## config.mk

```make
export PLATFORM = sky130hd
export DESIGN_NAME = pending_query
export DESIGN_NICKNAME = d
export VERILOG_FILES = /design/src/shared/pending_query_pkg.sv /design/src/verilog/pending_query.sv
export SDC_FILE = /design/constraint.sdc
export NUM_CORES = 1
export LEC_CHECK = 0
export ABC_AREA = 0
export BUFFER_PORTS_ARGS = -buffer_cell sky130_fd_sc_hd__buf_2
export CAP_MARGIN = 20
export CORE_MARGIN = 8
export CORE_UTILIZATION = 30
export CTS_BUF_LIST = sky130_fd_sc_hd__clkbuf_16
export CTS_CLUSTER_SIZE = 20
export DETAILED_ROUTE_END_ITERATION = 7
export GPL_TIMING_DRIVEN = 0
export PLACE_DENSITY = 0.66
export SLEW_MARGIN = 0
export SYNTH_ARGS = -nofsm -noshare
export SYNTH_HDL_FRONTEND = slang
export SYNTH_SLANG_ARGS = --single-unit
```

## constraint.sdc

```tcl
create_clock -name REF_CLK -period 5.47 [get_ports REF_CLK]
set_input_delay 1.094 -clock REF_CLK [delete_from_list [all_inputs] [get_ports REF_CLK]]
set_output_delay 1.094 -clock REF_CLK [all_outputs]
set_load 0.03 [all_outputs]
```

## src/shared/pending_query_pkg.sv

```systemverilog
/*
 * Constants for the highest pending identifier query block: coprocessor
 * encodings, identifier widths, special identifiers and outcome codes.
 * Assumes a single clock domain and a core-side system register port.
 */
package pending_query_pkg;
	// Coprocessor encoding fields
	localparam logic [3:0] COPROC_SYS      = 4'hF;
	localparam logic [2:0] OPC1_QUERY      = 3'h0;
	localparam logic [3:0] CRN_QUERY       = 4'hC;
	localparam logic [3:0] CRM_GROUP0      = 4'h8;
	localparam logic [3:0] CRM_GROUP1      = 4'hC;
	localparam logic [2:0] OPC2_QUERY      = 3'h2;
	// Identifier field layout
	localparam int         ID_FIELD_MSB    = 23;
	localparam int         ID_NARROW_BITS  = 16;
	localparam int         ID_WIDE_BITS    = 24;
	localparam logic [2:0] IDENTIFIER_WIDTH_FIELD_16       = 3'h0;
	localparam logic [2:0] IDENTIFIER_WIDTH_FIELD_24       = 3'h1;
	// Special identifiers
	localparam logic [23:0] SPECIAL_1020   = 24'h0003FC;
	localparam logic [23:0] SPECIAL_1021   = 24'h0003FD;
	localparam logic [23:0] SPECIAL_1023   = 24'h0003FF;
	// Exception levels
	localparam logic [1:0] LEVEL0          = 2'h0;
	localparam logic [1:0] LEVEL1          = 2'h1;
	localparam logic [1:0] LEVEL2          = 2'h2;
	localparam logic [1:0] LEVEL3          = 2'h3;
	// Read outcome codes
	localparam logic [2:0] OUT_DATA        = 3'h0;
	localparam logic [2:0] OUT_VIRTUAL     = 3'h1;
	localparam logic [2:0] OUT_UNDEF       = 3'h2;
	localparam logic [2:0] OUT_TRAP_L2     = 3'h3;
	localparam logic [2:0] OUT_TRAP_L3     = 3'h4;
	localparam logic [2:0] OUT_NOT_MINE    = 3'h5;
	localparam logic [31:0] READ_ZERO      = 32'h00000000;
endpackage

```

## src/verilog/pending_query.sv

```systemverilog
/*
 * Highest pending identifier query: decodes core system register reads of
 * the group 0 and group 1 query registers, decides the outcome, answers.
 * Assumes controls and pending identifiers come from same-clock logic.
 */
`timescale 1ns/1ns
`default_nettype none
module pending_query (
	// Clock and reset
	input  wire  logic                   REF_CLK,
	input  wire  logic                   SRST,
	// Core read request
	input  wire  logic                   RD_VALID,
	input  wire  logic [3:0]             RD_COPROC,
	input  wire  logic [2:0]             RD_OPC1,
	input  wire  logic [3:0]             RD_CRN,
	input  wire  logic [3:0]             RD_CRM,
	input  wire  logic [2:0]             RD_OPC2,
	input  wire  logic [1:0]             RD_LEVEL,
	input  wire  logic                   RD_NONSECURE,
	input  wire  logic                   RD_MONITOR_MODE,
	// Controls
	input  wire  logic                   MONITOR_IS_64,
	input  wire  logic                   HYP_FAST_IRQ_ROUTING,
	input  wire  logic                   HYP_NORMAL_IRQ_ROUTING,
	input  wire  logic                   HYP_SYSREG_GROUP12_TRAP,
	input  wire  logic                   LEVEL1_SYSREG_ENABLE,
	input  wire  logic                   LEVEL2_SYSREG_ENABLE,
	input  wire  logic                   LEVEL3_SYSREG_ENABLE,
	input  wire  logic                   TRAP_ALL_GROUP0,
	input  wire  logic                   TRAP_ALL_GROUP1,
	input  wire  logic                   SECURE_FAST_IRQ_ROUTING,
	input  wire  logic                   SECURE_NORMAL_IRQ_ROUTING,
	input  wire  logic                   MONITOR64_FAST_IRQ_ROUTING,
	input  wire  logic                   MONITOR64_NORMAL_IRQ_ROUTING,
	input  wire  logic [2:0]             IDENTIFIER_WIDTH_FIELD,
	// Prioritisation results
	input  wire  logic                   GROUP0_OBSERVABLE,
	input  wire  logic [23:0]            GROUP0_PENDING_ID,
	input  wire  logic [23:0]            GROUP0_SPECIAL_ID,
	input  wire  logic                   GROUP1_OBSERVABLE,
	input  wire  logic [23:0]            GROUP1_PENDING_ID,
	// Answer
	output var   logic                   RD_DONE,
	output var   logic [2:0]             RD_OUTCOME,
	output var   logic [31:0]            RD_DATA
);
	import pending_query_pkg::*;

	// Selected answer, registered next cycle
	logic        hit0;
	logic        hit1;
	logic        ns_l1;
	logic [2:0]  outcome_next;
	logic [31:0] data_next;
	logic        done_reg;
	logic [2:0]  outcome_reg;
	logic [31:0] data_reg;

	// Decode of one query encoding; used for both groups
	function automatic logic enc_match(input logic [3:0] crm);
		enc_match = RD_COPROC == COPROC_SYS && RD_OPC1 == OPC1_QUERY &&
			RD_CRN == CRN_QUERY && RD_CRM == crm && RD_OPC2 == OPC2_QUERY;
	endfunction

	// Width clamp: narrow identifiers read zero in bits 23..16
	function automatic logic [31:0] fit_id(input logic [23:0] id);
		fit_id = {8'h00, id};
		if (IDENTIFIER_WIDTH_FIELD == IDENTIFIER_WIDTH_FIELD_16)
			fit_id[ID_FIELD_MSB:ID_NARROW_BITS] = 8'h00;
	endfunction

	// Only legal special codes leave on group 0; anything else becomes 1023
	function automatic logic [23:0] legal_special0(input logic [23:0] s);
		if (s == SPECIAL_1020 || s == SPECIAL_1021)
			legal_special0 = s;
		else
			legal_special0 = SPECIAL_1023;
	endfunction

	assign hit0  = enc_match(CRM_GROUP0);
	assign hit1  = enc_match(CRM_GROUP1);
	assign ns_l1 = RD_NONSECURE && RD_LEVEL == LEVEL1;

	// Outcome decision; one register for both security states
	always_comb begin
		outcome_next = OUT_DATA;
		data_next    = READ_ZERO;
		if (!(hit0 || hit1)) begin
			outcome_next = OUT_NOT_MINE;
		end else if (RD_LEVEL == LEVEL0) begin
			outcome_next = OUT_UNDEF;
		end else if (ns_l1 && HYP_SYSREG_GROUP12_TRAP) begin
			outcome_next = OUT_TRAP_L2;
		end else if (ns_l1 && hit0 && HYP_FAST_IRQ_ROUTING) begin
			outcome_next = OUT_VIRTUAL;
		end else if (ns_l1 && hit1 && HYP_NORMAL_IRQ_ROUTING) begin
			outcome_next = OUT_VIRTUAL;
		end else if ((RD_LEVEL == LEVEL1 && !LEVEL1_SYSREG_ENABLE) ||
			(RD_LEVEL == LEVEL2 && !LEVEL2_SYSREG_ENABLE) ||
			(RD_LEVEL == LEVEL3 && !LEVEL3_SYSREG_ENABLE)) begin
			outcome_next = OUT_UNDEF;
		end else if (ns_l1 && hit0 && TRAP_ALL_GROUP0) begin
			outcome_next = OUT_TRAP_L2;
		end else if (ns_l1 && hit1 && TRAP_ALL_GROUP1) begin
			outcome_next = OUT_TRAP_L2;
		end else if (hit0 && !MONITOR_IS_64 && SECURE_FAST_IRQ_ROUTING &&
			(RD_LEVEL == LEVEL2 || (RD_LEVEL == LEVEL3 && !RD_MONITOR_MODE) || ns_l1)) begin
			outcome_next = OUT_UNDEF;
		end else if (hit0 && MONITOR_IS_64 && MONITOR64_FAST_IRQ_ROUTING &&
			(RD_LEVEL == LEVEL2 || RD_LEVEL == LEVEL1)) begin
			outcome_next = OUT_TRAP_L3;
		end else if (hit1 && !MONITOR_IS_64 && SECURE_NORMAL_IRQ_ROUTING &&
			(RD_LEVEL == LEVEL2 || (RD_LEVEL == LEVEL3 && !RD_MONITOR_MODE) || ns_l1)) begin
			outcome_next = OUT_UNDEF;
		end else if (hit1 && MONITOR_IS_64 && MONITOR64_NORMAL_IRQ_ROUTING &&
			(RD_LEVEL == LEVEL2 || RD_LEVEL == LEVEL1)) begin
			outcome_next = OUT_TRAP_L3;
		end else if (hit0) begin
			if (GROUP0_OBSERVABLE)
				data_next = fit_id(GROUP0_PENDING_ID);
			else
				data_next = fit_id(legal_special0(GROUP0_SPECIAL_ID));
		end else begin
			if (GROUP1_OBSERVABLE)
				data_next = fit_id(GROUP1_PENDING_ID);
			else
				data_next = fit_id(SPECIAL_1023);
		end
	end

	// Answer registers; reads drive nothing back into interrupt state
	always_ff @(posedge REF_CLK) begin
		if (SRST) begin
			done_reg    <= 1'b0;
			outcome_reg <= OUT_DATA;
			data_reg    <= READ_ZERO;
		end else begin
			done_reg <= RD_VALID;
			if (RD_VALID) begin
				outcome_reg <= outcome_next;
				data_reg    <= data_next;
			end
		end
	end

	assign RD_DONE    = done_reg;
	assign RD_OUTCOME = outcome_reg;
	assign RD_DATA    = data_reg;
endmodule
`default_nettype wire

```

==> impl_results.md, run 1 <==
- RSZ-0062 raised after global routing: false
- Total power: between 0.4 and 0.5 mW
- Flops & latches, synth: 28
- Initial antenna violation count: 0
- Clk_lat worst skew: 260 ps
- DIE AREA: ~9000 µm²
- Post-synth top area cell: dfxtp_1
- Crit path max fanout: 10
- Hold_buf cts: 0
- Vias in the first global route: approximately 2200
- GP Congestion: roughly 0.78
- I/O pin count: approximately 150
- Area delta synth->final: 48.39%
- P_leak: approximately 1.3 nW
- Slew @ Worst Pin: approximately 550 ps
- Synthesized area per cell: between 7 and 8 µm²
- Commonest cells post-synth: 56 x nand2_1, 28 x dfxtp_1, 27 x o21ai_0
- Area fraction of the dominant cell type after synthesis: 30.11%
- Pin count of the biggest net entering global routing: 15
- YS warnings: 0
- Post-DR wirelength/cell: between 10 and 15 µm
- H-tree depth: 1
- Top cells by area, synth: dfxtp_1 30%, nand2_1 11%, mux2_2 9.1%
- Fin crit share: 61.33%
- Crit-path max cell delay: roughly 500 ps
- Initial Utilization: 31.26%
- Peak VDD IR: 0.0001014 V
- CTS clk-pin slew, worst paths: ~60 ps
- Die Y: 94.78 µm
- Clk root buf: clkbuf_16
- Dominant synthesized flop cell: dfxtp_1
- Flop-to-flop setup slack: 4800 ps
- Buffers on Ports: around 140
- Drt total wl: ~6.7 mm
- CP Data Arrival Time: between 3000 and 4000 ps
- Routed vias/inst: about 4.6
- R2r worst-path depth: 2
- Number of DRC markers in iteration 0: 48
- Cell variety after synth: 38
- First-pass GRT wire length: 10.28 mm
- Post-CTS sizing: 0
- CTS tree: done
- Clk buf depth: 2
- Crit path time final: about 3400 ps
- CP Cell Sequence: buf_2, or4b_1, or4_1, buf_2, nor3_2, buf_2, mux2_2, o21ai_0
- Skew final: 0 ps
- Syn Std Cell Area: roughly 1900 µm²
- GRT overflow: 0
- DRC: 0
- CP endpoint kind: flip-flop
- CP Class: in2reg
- ANT cells: 0
- Share of cells above drive strength 1: 45.50%
- Clock Sinks: 28
- Required time of the critical path: between 5000 and 6000 ps
- DRT antenna net count: 0
- Post-synth EDFFs: 0
- CP startpoint: RD_OPC1[0]
- Max-Cap Viols: 0
- Most frequent cell after synthesis: nand2_1
- Run status: completed
- Post-DP HPWL: just under 6 mm
- CTS buffer count: 3
- Final TNS setup: 0 ps
- CP startpoint kind: input port
- Pwr dens: around 170 nW/µm²
- Die W: approximately 95 µm
- Detailed-route via count: approximately 2200
- Most used cell, CP: buf_2
- FF-to-FF End: RD_OUTCOME[2]
- Final hold violation count: 0
- Critical R2R Launch: RD_OUTCOME[2]
- Final setup viols: 0
- End of the critical path: RD_DATA[12]
- DRT Pass-1 Iters: 4
- Cell Rows: 28
- Core footprint: 5956 µm²
- Fin. max-slew vios: 0
- Fmax: between 200 and 300 MHz
- Post-synthesis sequential area ratio: between 30% and 40%
- Slowest cell on crit path: or4b_1
- HP Class: reg2reg
- Cells after Synth: about 240
- Total GRT Usage: 14.08%
- Setup Fix Bufs, Post-CTS: 0
- Relative slew slack: between 60% and 70%
- Synth async-reset ratio: 0%
- Nets: 510
## through the flow
stage	cell area (µm²)	setup WS, ps	utilization, %	std cells	hold slack [ps]
global placement	2688	1823	45.13	461	431.1
finish	2763	2115	46.39	464	448.3
global route	2763	1922	46.39	464	473.6
detailed placement	2688	1773	45.13	461	436.8
floorplan	1888	2223	-	245	580.3
CTS	2763	2041	46.39	464	452.3
## report_power, final
part	switching, mW	internal [mW]
Sequential	0.000544	0.205
Clock	0.0668	0.0970
Combinational	0.0494	0.0535
Total	0.117	0.356
## layer usage
metal	wire, µm	global-route usage (%)	vias up
met2	3173	25.61	106
met4	57	3.511	0
li1	-	-	1116
met5	0	0	-
met1	2731	15.89	925
met3	745	3.651	4
## sequential cells by signal, summed over array words and instances, names as in the netlist
| register | flops |
|---|---|
| RD_DATA | 24 |
| RD_DONE | 1 |
| RD_OUTCOME | 3 |
## cell usage in the layout (no fill, tap or decap), types with 4 or more instances in the layout
cell and n:
buf_2 143, nand2_1 56, dfxtp_1 28, o21ai_0 27, nand2b_1 23, mux2_2 15, mux2i_1 12, buf_4 9
conb_1 8, clkbuf_1 7, inv_1 6, nor2_1 6, or4_1 5, nor4_1 4, ha_1 4
## critical path, delay by kind of cell
kind / cells / cell delay (ps)
compound gates: 1 / 150
mux: 1 / 360
buf+inv: 3 / 610
simple gates: 3 / 1320
## worst min path at each step
stage                start     endpoint  cells past startpoint  slack [ps]
5_1_grt        RD_DATA[18]  RD_DATA[18]                      2         470
3_5_place_dp   RD_DATA[18]  RD_DATA[18]                      2         440
2_1_floorplan  RD_DATA[20]  RD_DATA[20]                      2         580
4_1_cts        RD_DATA[18]  RD_DATA[18]                      2         450
3_3_place_gp    RD_DATA[1]   RD_DATA[1]                      2         430
6_report       RD_DATA[18]  RD_DATA[18]                      2         450
## layout make-up
type                            instances  area (µm²)
Multi-Input combinational cell        192        1190
Fill cell                             633        3193
Timing Repair Buffer                  141       705.7
Inverter                                6       22.52
Sequential cell                        28       560.5
Buffer                                 19       115.1
Clock buffer                            3       75.07
Tap cell                               75       93.84
## kinds of logic (layout without fill, tap and decap cells)
logic type,count (synthesis),in the layout,share of synthesized area [%]
AND/OR/NAND/NOR,115,115,31.86
adder cells (fa/ha/maj),4,4,2.688
AO/OA/AOI/OAI,38,38,12.23
buffers and inverters,25,169,7.392
other,1,8,0.2014
flip-flops,28,28,30.11
multiplexers,27,27,15.52
Note: power is estimated with default switching activity, not from simulation.
==> run 2: changes to the inputs <==
--- a/config.mk
+++ b/config.mk
@@ -14,7 +14,7 @@
 export CTS_CLUSTER_SIZE = 20
 export DETAILED_ROUTE_END_ITERATION = 7
 export GPL_TIMING_DRIVEN = 0
-export PLACE_DENSITY = 0.66
+export PLACE_DENSITY = 0.69
 export SLEW_MARGIN = 0
 export SYNTH_ARGS = -nofsm -noshare
 export SYNTH_HDL_FRONTEND = slang
==> constraint.sdc (replaced) <==
create_clock -name REF_CLK -period 2.85 [get_ports REF_CLK]
set_input_delay 0.57 -clock REF_CLK [delete_from_list [all_inputs] [get_ports REF_CLK]]
set_output_delay 0.57 -clock REF_CLK [all_outputs]
set_load 0.03 [all_outputs]
==> impl_results.md, run 2 (same netlist as run 1, synthesis figures left out) <==
- Max-Cap Viols: 0 (unchanged)
- Cell Rows: 28 (unchanged)
- Share of cells above drive strength 1: 45.90% (was 45.50%)
- Crit path max fanout: 10 (unchanged)
- Slowest cell on crit path: or4_4 (was or4b_1)
- CP startpoint kind: input port (unchanged)
- Drt total wl: 6.551 mm (was 6.707 mm)
- DRC: 0 (unchanged)
- H-tree depth: 1 (unchanged)
- Fin. max-slew vios: 0 (unchanged)
- Skew final: 0 ps (unchanged)
- CP Data Arrival Time: 2880 ps (was 3540 ps)
- Fmax: 365.1 MHz
- CTS tree: done (unchanged)
- DRT Pass-1 Iters: 4 (unchanged)
- CP endpoint kind: flip-flop (unchanged)
- Crit-path max cell delay: 560 ps (was 500 ps)
- Clock Sinks: 28 (unchanged)
- CP Cell Sequence: buf_2, or4b_1, or4_1, buf_2, or4_4, o211ai_4, buf_6, o21ai_0 (was buf_2, or4b_1, or4_1, buf_2, nor3_2, buf_2, mux2_2, o21ai_0)
- Most frequent cells in the layout: 142 x buf_2, 56 x nand2_1, 28 x dfxtp_1 (was 143 x buf_2, 56 x nand2_1, 28 x dfxtp_1)
- I/O pin count: 151 (unchanged)
- Most used cell, CP: buf_2 (unchanged)
- CTS clk-pin slew, worst paths: 70 ps (was 60 ps)
- Final Core Density: 47.48% (was 46.39%)
- Peak VDD IR: 0.0002799 V (was 0.0001014 V)
- Die W: 94.78 µm (unchanged)
- DIE AREA: 8982 µm² (unchanged)
- Slew @ Worst Pin: 638.9 ps (was 548.1 ps)
- GP Congestion: 0.8259 (was 0.7834)
- CTS buffer count: 3 (unchanged)
- GRT overflow: 0 (unchanged)
- Initial Utilization: 31.26% (unchanged)
- Final hold violation count: 0 (unchanged)
- Post-DR wirelength/cell: 14.09 µm (was 14.45 µm)
- Pwr dens: 355.9 nW/µm² (was 170.9 nW/µm²)
- Hold WS: 452.4 ps (was 448.3 ps)
- Fillers: 624 (was 633)
- Area taken by multi-input logic gates: 1222 µm² (was 1190 µm²)
- Initial antenna violation count: 0 (unchanged)
- Core footprint: 5956 µm² (unchanged)
- Max reg flops: 24 (unchanged)
- P_leak: 1.358 nW (was 1.328 nW)
- Post-DP HPWL: 5.638 mm (was 5.800 mm)
- Area of all sequential standard cells: 560.5 µm² (unchanged)
- Die Y: 94.78 µm (unchanged)
- Setup Fix Bufs, Post-CTS: 0 (unchanged)
- Clk_lat worst skew: 260 ps (about the same)
- ANT cells: 0 (unchanged)
- Buffers on Ports: 141 (unchanged)
- Clk buf depth: 2 (unchanged)
- Routed vias/inst: 4.615 (was 4.636)
- Run status: completed (unchanged)
- First-pass GRT wire length: 10.03 mm (was 10.28 mm)
- Clk root buf: clkbuf_16 (unchanged)
- Vias in the first global route: 2300 (was 2215)
- Final setup viols: 0 (unchanged)
- Total GRT Usage: 13.69% (was 14.08%)
- Crit path time final: 2739 ps
- CP Class: in2reg (unchanged)
- RSZ-0062 raised after global routing: false (unchanged)
- Commonest non-fill, non-tap cell in the layout: buf_2 (unchanged)
- Number of DRC markers in iteration 0: 42 (was 48)
- Area delta synth->final: 51.88% (was 48.39%)
- Pin count of the biggest net entering global routing: 17 (was 15)
- Required time of the critical path: 2990 ps (was 5650 ps)
- Relative slew slack: 57.31% (was 63.46%)
- Fin crit share: 96.11%
- HP Class: reg2reg (unchanged)
- Detailed-route via count: 2146 (was 2151)
- DRT antenna net count: 0 (unchanged)
- Nets: 510 (unchanged)
==> run 2: critical path: cells and delay by family <==
family	cells	cell delay (ps)
compound gates	2	400
buf+inv	3	460
simple gates	3	1460
==> run 2: what timing repair did <==
action | in CTS | in global routing
hold buffers | 0 | 0
gates cloned | 0 | 0
endpoints found under the setup margin | 2 | 12
resized for setup | 1 | 4
==> run 2: layer usage <==
metal	share of wire, %	vias to the layer above	track usage, %
li1	-	1110	-
met1	40	931	14.60
met2	49	103	25.67
met3	11	2	3.889
met4	0.70	0	3.511
met5	0	-	0
==> run 2: power by group <==
part           switching (mW)  total, mW  internal, mW  leakage [nW]
Combinational          0.0967      0.200         0.103          1.08
Clock                   0.133      0.412         0.279        0.0511
Sequential            0.00101      0.395         0.394         0.226
Total                   0.230       1.01         0.776          1.36
==> run 2: path summary, 6_finish.rpt <==
check                                    from       endpoint  slack [ps]  cells past startpoint
worst min-delay path               RD_DATA[0]     RD_DATA[0]         450                      2
worst min register to register     RD_DATA[0]     RD_DATA[0]         450                      2
worst max-delay path               RD_OPC1[0]    RD_DATA[13]         110                      8
worst max register to register  RD_OUTCOME[1]  RD_OUTCOME[1]        2180                      2
==> run 2: area by class of cell <==
| class | instances | share of cell area [%] |
|---|---|---|
| Buffer | 19 | 4.159 |
| Tap cell | 75 | 3.319 |
| Clock buffer | 3 | 2.655 |
| Timing Repair Buffer | 141 | 24.96 |
| Inverter | 6 | 0.7965 |
| Multi-Input combinational cell | 192 | 43.23 |
| Sequential cell | 28 | 19.82 |
| Clock inverter | 1 | 1.062 |
==> run 2: through the flow <==
stage                     setup WS [ps]  std cells  area [µm²]  total power [mW]  setup TNS, ps
after CTS                         25.71        465        2799             1.017              0
after global routing              3.324        465        2828             1.054              0
after floorplan                   126.6        245        1888            0.5037              0
after global placement           -247.1        461        2688            0.5981          -4265
after detailed placement         -275.2        461        2688            0.6014          -4762
final                             110.9        465        2828             1.006              0
==> run 3: changes to the inputs <==
--- a/config.mk
+++ b/config.mk
@@ -5,7 +5,7 @@
 export SDC_FILE = /design/constraint.sdc
 export NUM_CORES = 1
 export LEC_CHECK = 0
-export ABC_AREA = 0
+export ABC_AREA = 1
 export BUFFER_PORTS_ARGS = -buffer_cell sky130_fd_sc_hd__buf_2
 export CAP_MARGIN = 20
 export CORE_MARGIN = 8
@@ -14,7 +14,7 @@
 export CTS_CLUSTER_SIZE = 20
 export DETAILED_ROUTE_END_ITERATION = 7
 export GPL_TIMING_DRIVEN = 0
-export PLACE_DENSITY = 0.69
+export PLACE_DENSITY = 0.64
 export SLEW_MARGIN = 0
 export SYNTH_ARGS = -nofsm -noshare
 export SYNTH_HDL_FRONTEND = slang
==> impl_results.md, run 3 <==
- Critical R2R Launch: RD_DATA[21] (was RD_OUTCOME[1])
- Setup Fix Bufs, Post-CTS: 0 (unchanged)
- Number of DRC markers in iteration 0: 93 (was 42)
- Routed vias/inst: 4.534 (was 4.615)
- CP Cell Sequence: buf_2, inv_1, ha_1, nand2_1, inv_1, nand2_1, nand2_1, nor2_1, nand2_2, nor2_2, buf_2, nand3_1, a21oi_1 (was buf_2, or4b_1, or4_1, buf_2, or4_4, o211ai_4, buf_6, o21ai_0)
- CP endpoint kind: flip-flop (unchanged)
- Post-synth EDFFs: 0 (unchanged)
- DRT Pass-1 Iters: 4 (unchanged)
- Cell Rows: 32 (was 28)
- DRT antenna net count: 0 (unchanged)
- Clk_lat worst skew: 260 ps (about the same)
- CTS clk-pin slew, worst paths: 70 ps (about the same)
- Post-CTS sizing: 0 (was 1)
- Most used cell, CP: nand2_1 (was buf_2)
- Cell variety after synth: 28 (was 38)
- First-pass GRT wire length: 14.22 mm (was 10.03 mm)
- Post-DR wirelength/cell: 12.99 µm (was 14.09 µm)
- Initial antenna violation count: 0 (unchanged)
- HP Class: reg2reg (unchanged)
- Required time of the critical path: 3040 ps (was 2990 ps)
- CP startpoint: RD_LEVEL[1] (was RD_OPC1[0])
- FF-to-FF End: RD_DATA[21] (was RD_OUTCOME[1])
- Placement Setup Slack: 476.5 ps (was -275.2 ps)
- Cells after Synth: 413 (was 238)
- Total GRT Usage: 15.24% (was 13.69%)
- ANT cells: 0 (unchanged)
- Crit path max fanout: 10 (unchanged)
- Final TNS setup: 0 ps (unchanged)
- Max-Cap Viols: 0 (unchanged)
- Relative slew slack: 66.13% (was 57.31%)
- Drt total wl: 8.661 mm (was 6.551 mm)
- Commonest cells post-synth: 134 x nand2_1, 62 x nor2_1, 50 x nand3_1 (was 56 x nand2_1, 28 x dfxtp_1, 27 x o21ai_0)
- CP Depth: 13 (was 8)
- CP Class: in2reg (unchanged)
- Peak VDD IR: 0.0003245 V (was 0.0002799 V)
- Post-DP HPWL: 7.299 mm (was 5.638 mm)
- Pwr dens: 289.3 nW/µm² (was 355.9 nW/µm²)
- Fillers: 865 (was 624)
- Share of cells above drive strength 1: 33.27% (was 45.90%)
- Post-synth top area cell: dfxtp_1 (unchanged)
- Die W: 105.0 µm (was 94.78 µm)
- Area fraction of the dominant cell type after synthesis: 23.62% (was 30.11%)
- CP bufs+invs: 4 (was 3)
- CP delay by family, top: simple AND/OR/NAND/NOR gates (unchanged)
- Buffers on Ports: 141 (unchanged)
- I/O pin count: 151 (unchanged)
- CTS buffer count: 3 (unchanged)
- Post-synthesis sequential area ratio: 23.62% (was 30.11%)
- Core footprint: 7687 µm² (was 5956 µm²)
- Die Y: 105.0 µm (was 94.78 µm)
- Clock Sinks: 28 (unchanged)
- Initial Utilization: 30.88% (was 31.26%)
- Skew final: 0 ps (unchanged)
- Dominant synthesized flop cell: dfxtp_1 (unchanged)
- Crit-path max cell delay: 280 ps (was 560 ps)
- R2r worst-path depth: 2 (unchanged)
- CTS tree: done (unchanged)
- DIE AREA: 11010 µm² (was 8982 µm²)
- Most frequent cell after synthesis: nand2_1 (unchanged)
- Final hold violation count: 0 (unchanged)
- DRC: 0 (unchanged)
- Slowest cell on crit path: buf_2 (was or4_4)
- H-tree depth: 1 (unchanged)
- Synth async-reset ratio: 0% (unchanged)
- Fin. max-slew vios: 0 (unchanged)
- Slew @ Worst Pin: 508.0 ps (was 638.9 ps)
- Final Core Density: 43.08% (was 47.48%)
- Synthesized area per cell: 5.747 µm² (was 7.823 µm²)
- Top cells by area, synth: dfxtp_1 24%, nand2_1 21%, nand3_1 11% (was dfxtp_1 30%, nand2_1 11%, mux2_2 9.1%)
- Final setup viols: 0 (unchanged)
- Run status: completed (unchanged)
- Syn Std Cell Area: 2374 µm² (was 1862 µm²)
- Flop-to-flop setup slack: 2210 ps (was 2180 ps)
- GP Congestion: 0.8154 (was 0.8259)
- Commonest non-fill, non-tap cell in the layout: buf_2 (unchanged)
- CP startpoint kind: input port (unchanged)
- Flops & latches, synth: 28 (unchanged)
- Nets: 685 (was 510)
- Max reg flops: 24 (unchanged)
- Detailed-route via count: 3024 (was 2146)
- Hold_buf cts: 0 (unchanged)
- Pin count of the biggest net entering global routing: 16 (was 17)
- YS warnings: 0 (unchanged)
- CP Data Arrival Time: 2270 ps (was 2880 ps)
- GRT overflow: 0 (unchanged)
- Vias in the first global route: 3106 (was 2300)
- Post-route setup slack: 772.6 ps (was 110.9 ps)
- Fin crit share: 72.89% (was 96.11%)
- Total power: 0.9581 mW (was 1.006 mW)
- Most frequent cells in the layout: 146 x buf_2, 134 x nand2_1, 62 x nor2_1 (was 142 x buf_2, 56 x nand2_1, 28 x dfxtp_1)
- Hold WS: 460.6 ps (was 452.4 ps)
- RSZ-0062 raised after global routing: false (unchanged)
- Clk buf depth: 2 (unchanged)
- Area delta synth->final: 39.54% (was 51.88%)
- Clk root buf: clkbuf_16 (unchanged)
- Fmax: 481.4 MHz (was 365.1 MHz)
- P_leak: 1.789 nW (was 1.358 nW)
- Crit path time final: 2077 ps (was 2739 ps)
- End of the critical path: RD_DATA[18] (was RD_DATA[13])
[run 3: through the flow]
stage	instance area, µm²	cells
6_report	3312	667
5_1_grt	3312	667
4_1_cts	3312	667
3_5_place_dp	3233	663
3_3_place_gp	3233	663
2_1_floorplan	2400	420
[run 3: routing by layer]
layer  track usage [%]  vias up  wire, µm
met5                 0        -         0
met1             17.56     1336      3717
met4             2.752        0       104
met3             3.440        8       439
met2             28.10       80      4401
li1                  -     1600         -
[run 3: kinds of logic (layout without fill, tap and decap cells)]
| group | count (synthesis) | in the layout | share of synthesized area [%] |
|---|---|---|---|
| simple gates | 286 | 286 | 54.03 |
| buf+inv | 56 | 201 | 11.76 |
| compound gates | 38 | 38 | 8.329 |
| flops | 28 | 28 | 23.62 |
| fa+ha+maj | 4 | 4 | 2.109 |
| other cells | 1 | 8 | 0.1580 |
[run 3: worst min-delay path by stage]
stage                start           to  cells past startpoint
2_1_floorplan  RD_DATA[11]  RD_DATA[11]                      2
4_1_cts        RD_DATA[16]  RD_DATA[16]                      2
5_1_grt         RD_DATA[7]   RD_DATA[7]                      2
3_5_place_dp   RD_DATA[16]  RD_DATA[16]                      2
3_3_place_gp   RD_DATA[18]  RD_DATA[18]                      2
6_report        RD_DATA[2]   RD_DATA[2]                      2
[run 3: layout make-up]
type	instances	area, µm²	share of cell area (%)
plain buffers	25	160.2	4.836
clock buffers	3	75.07	2.267
clock inverters	1	3.754	0.1133
inverters	31	118.9	3.589
multi-input cells	336	1560	47.11
flip-flops and latches	28	560.5	16.92
well taps	102	127.6	3.853
repair buffers	141	705.7	21.31
[run 3: tightest hold or removal path, stage by stage (launching register included)]
cell	delay, ps
dfxtp_1	310
nand2_1	60
a21oi_1	50
[run 3: where the power goes]
part	switching, mW	leakage (nW)	internal, mW
registers	0.00113	0.226	0.394
clock network	0.134	0.0385	0.188
logic	0.135	1.52	0.107
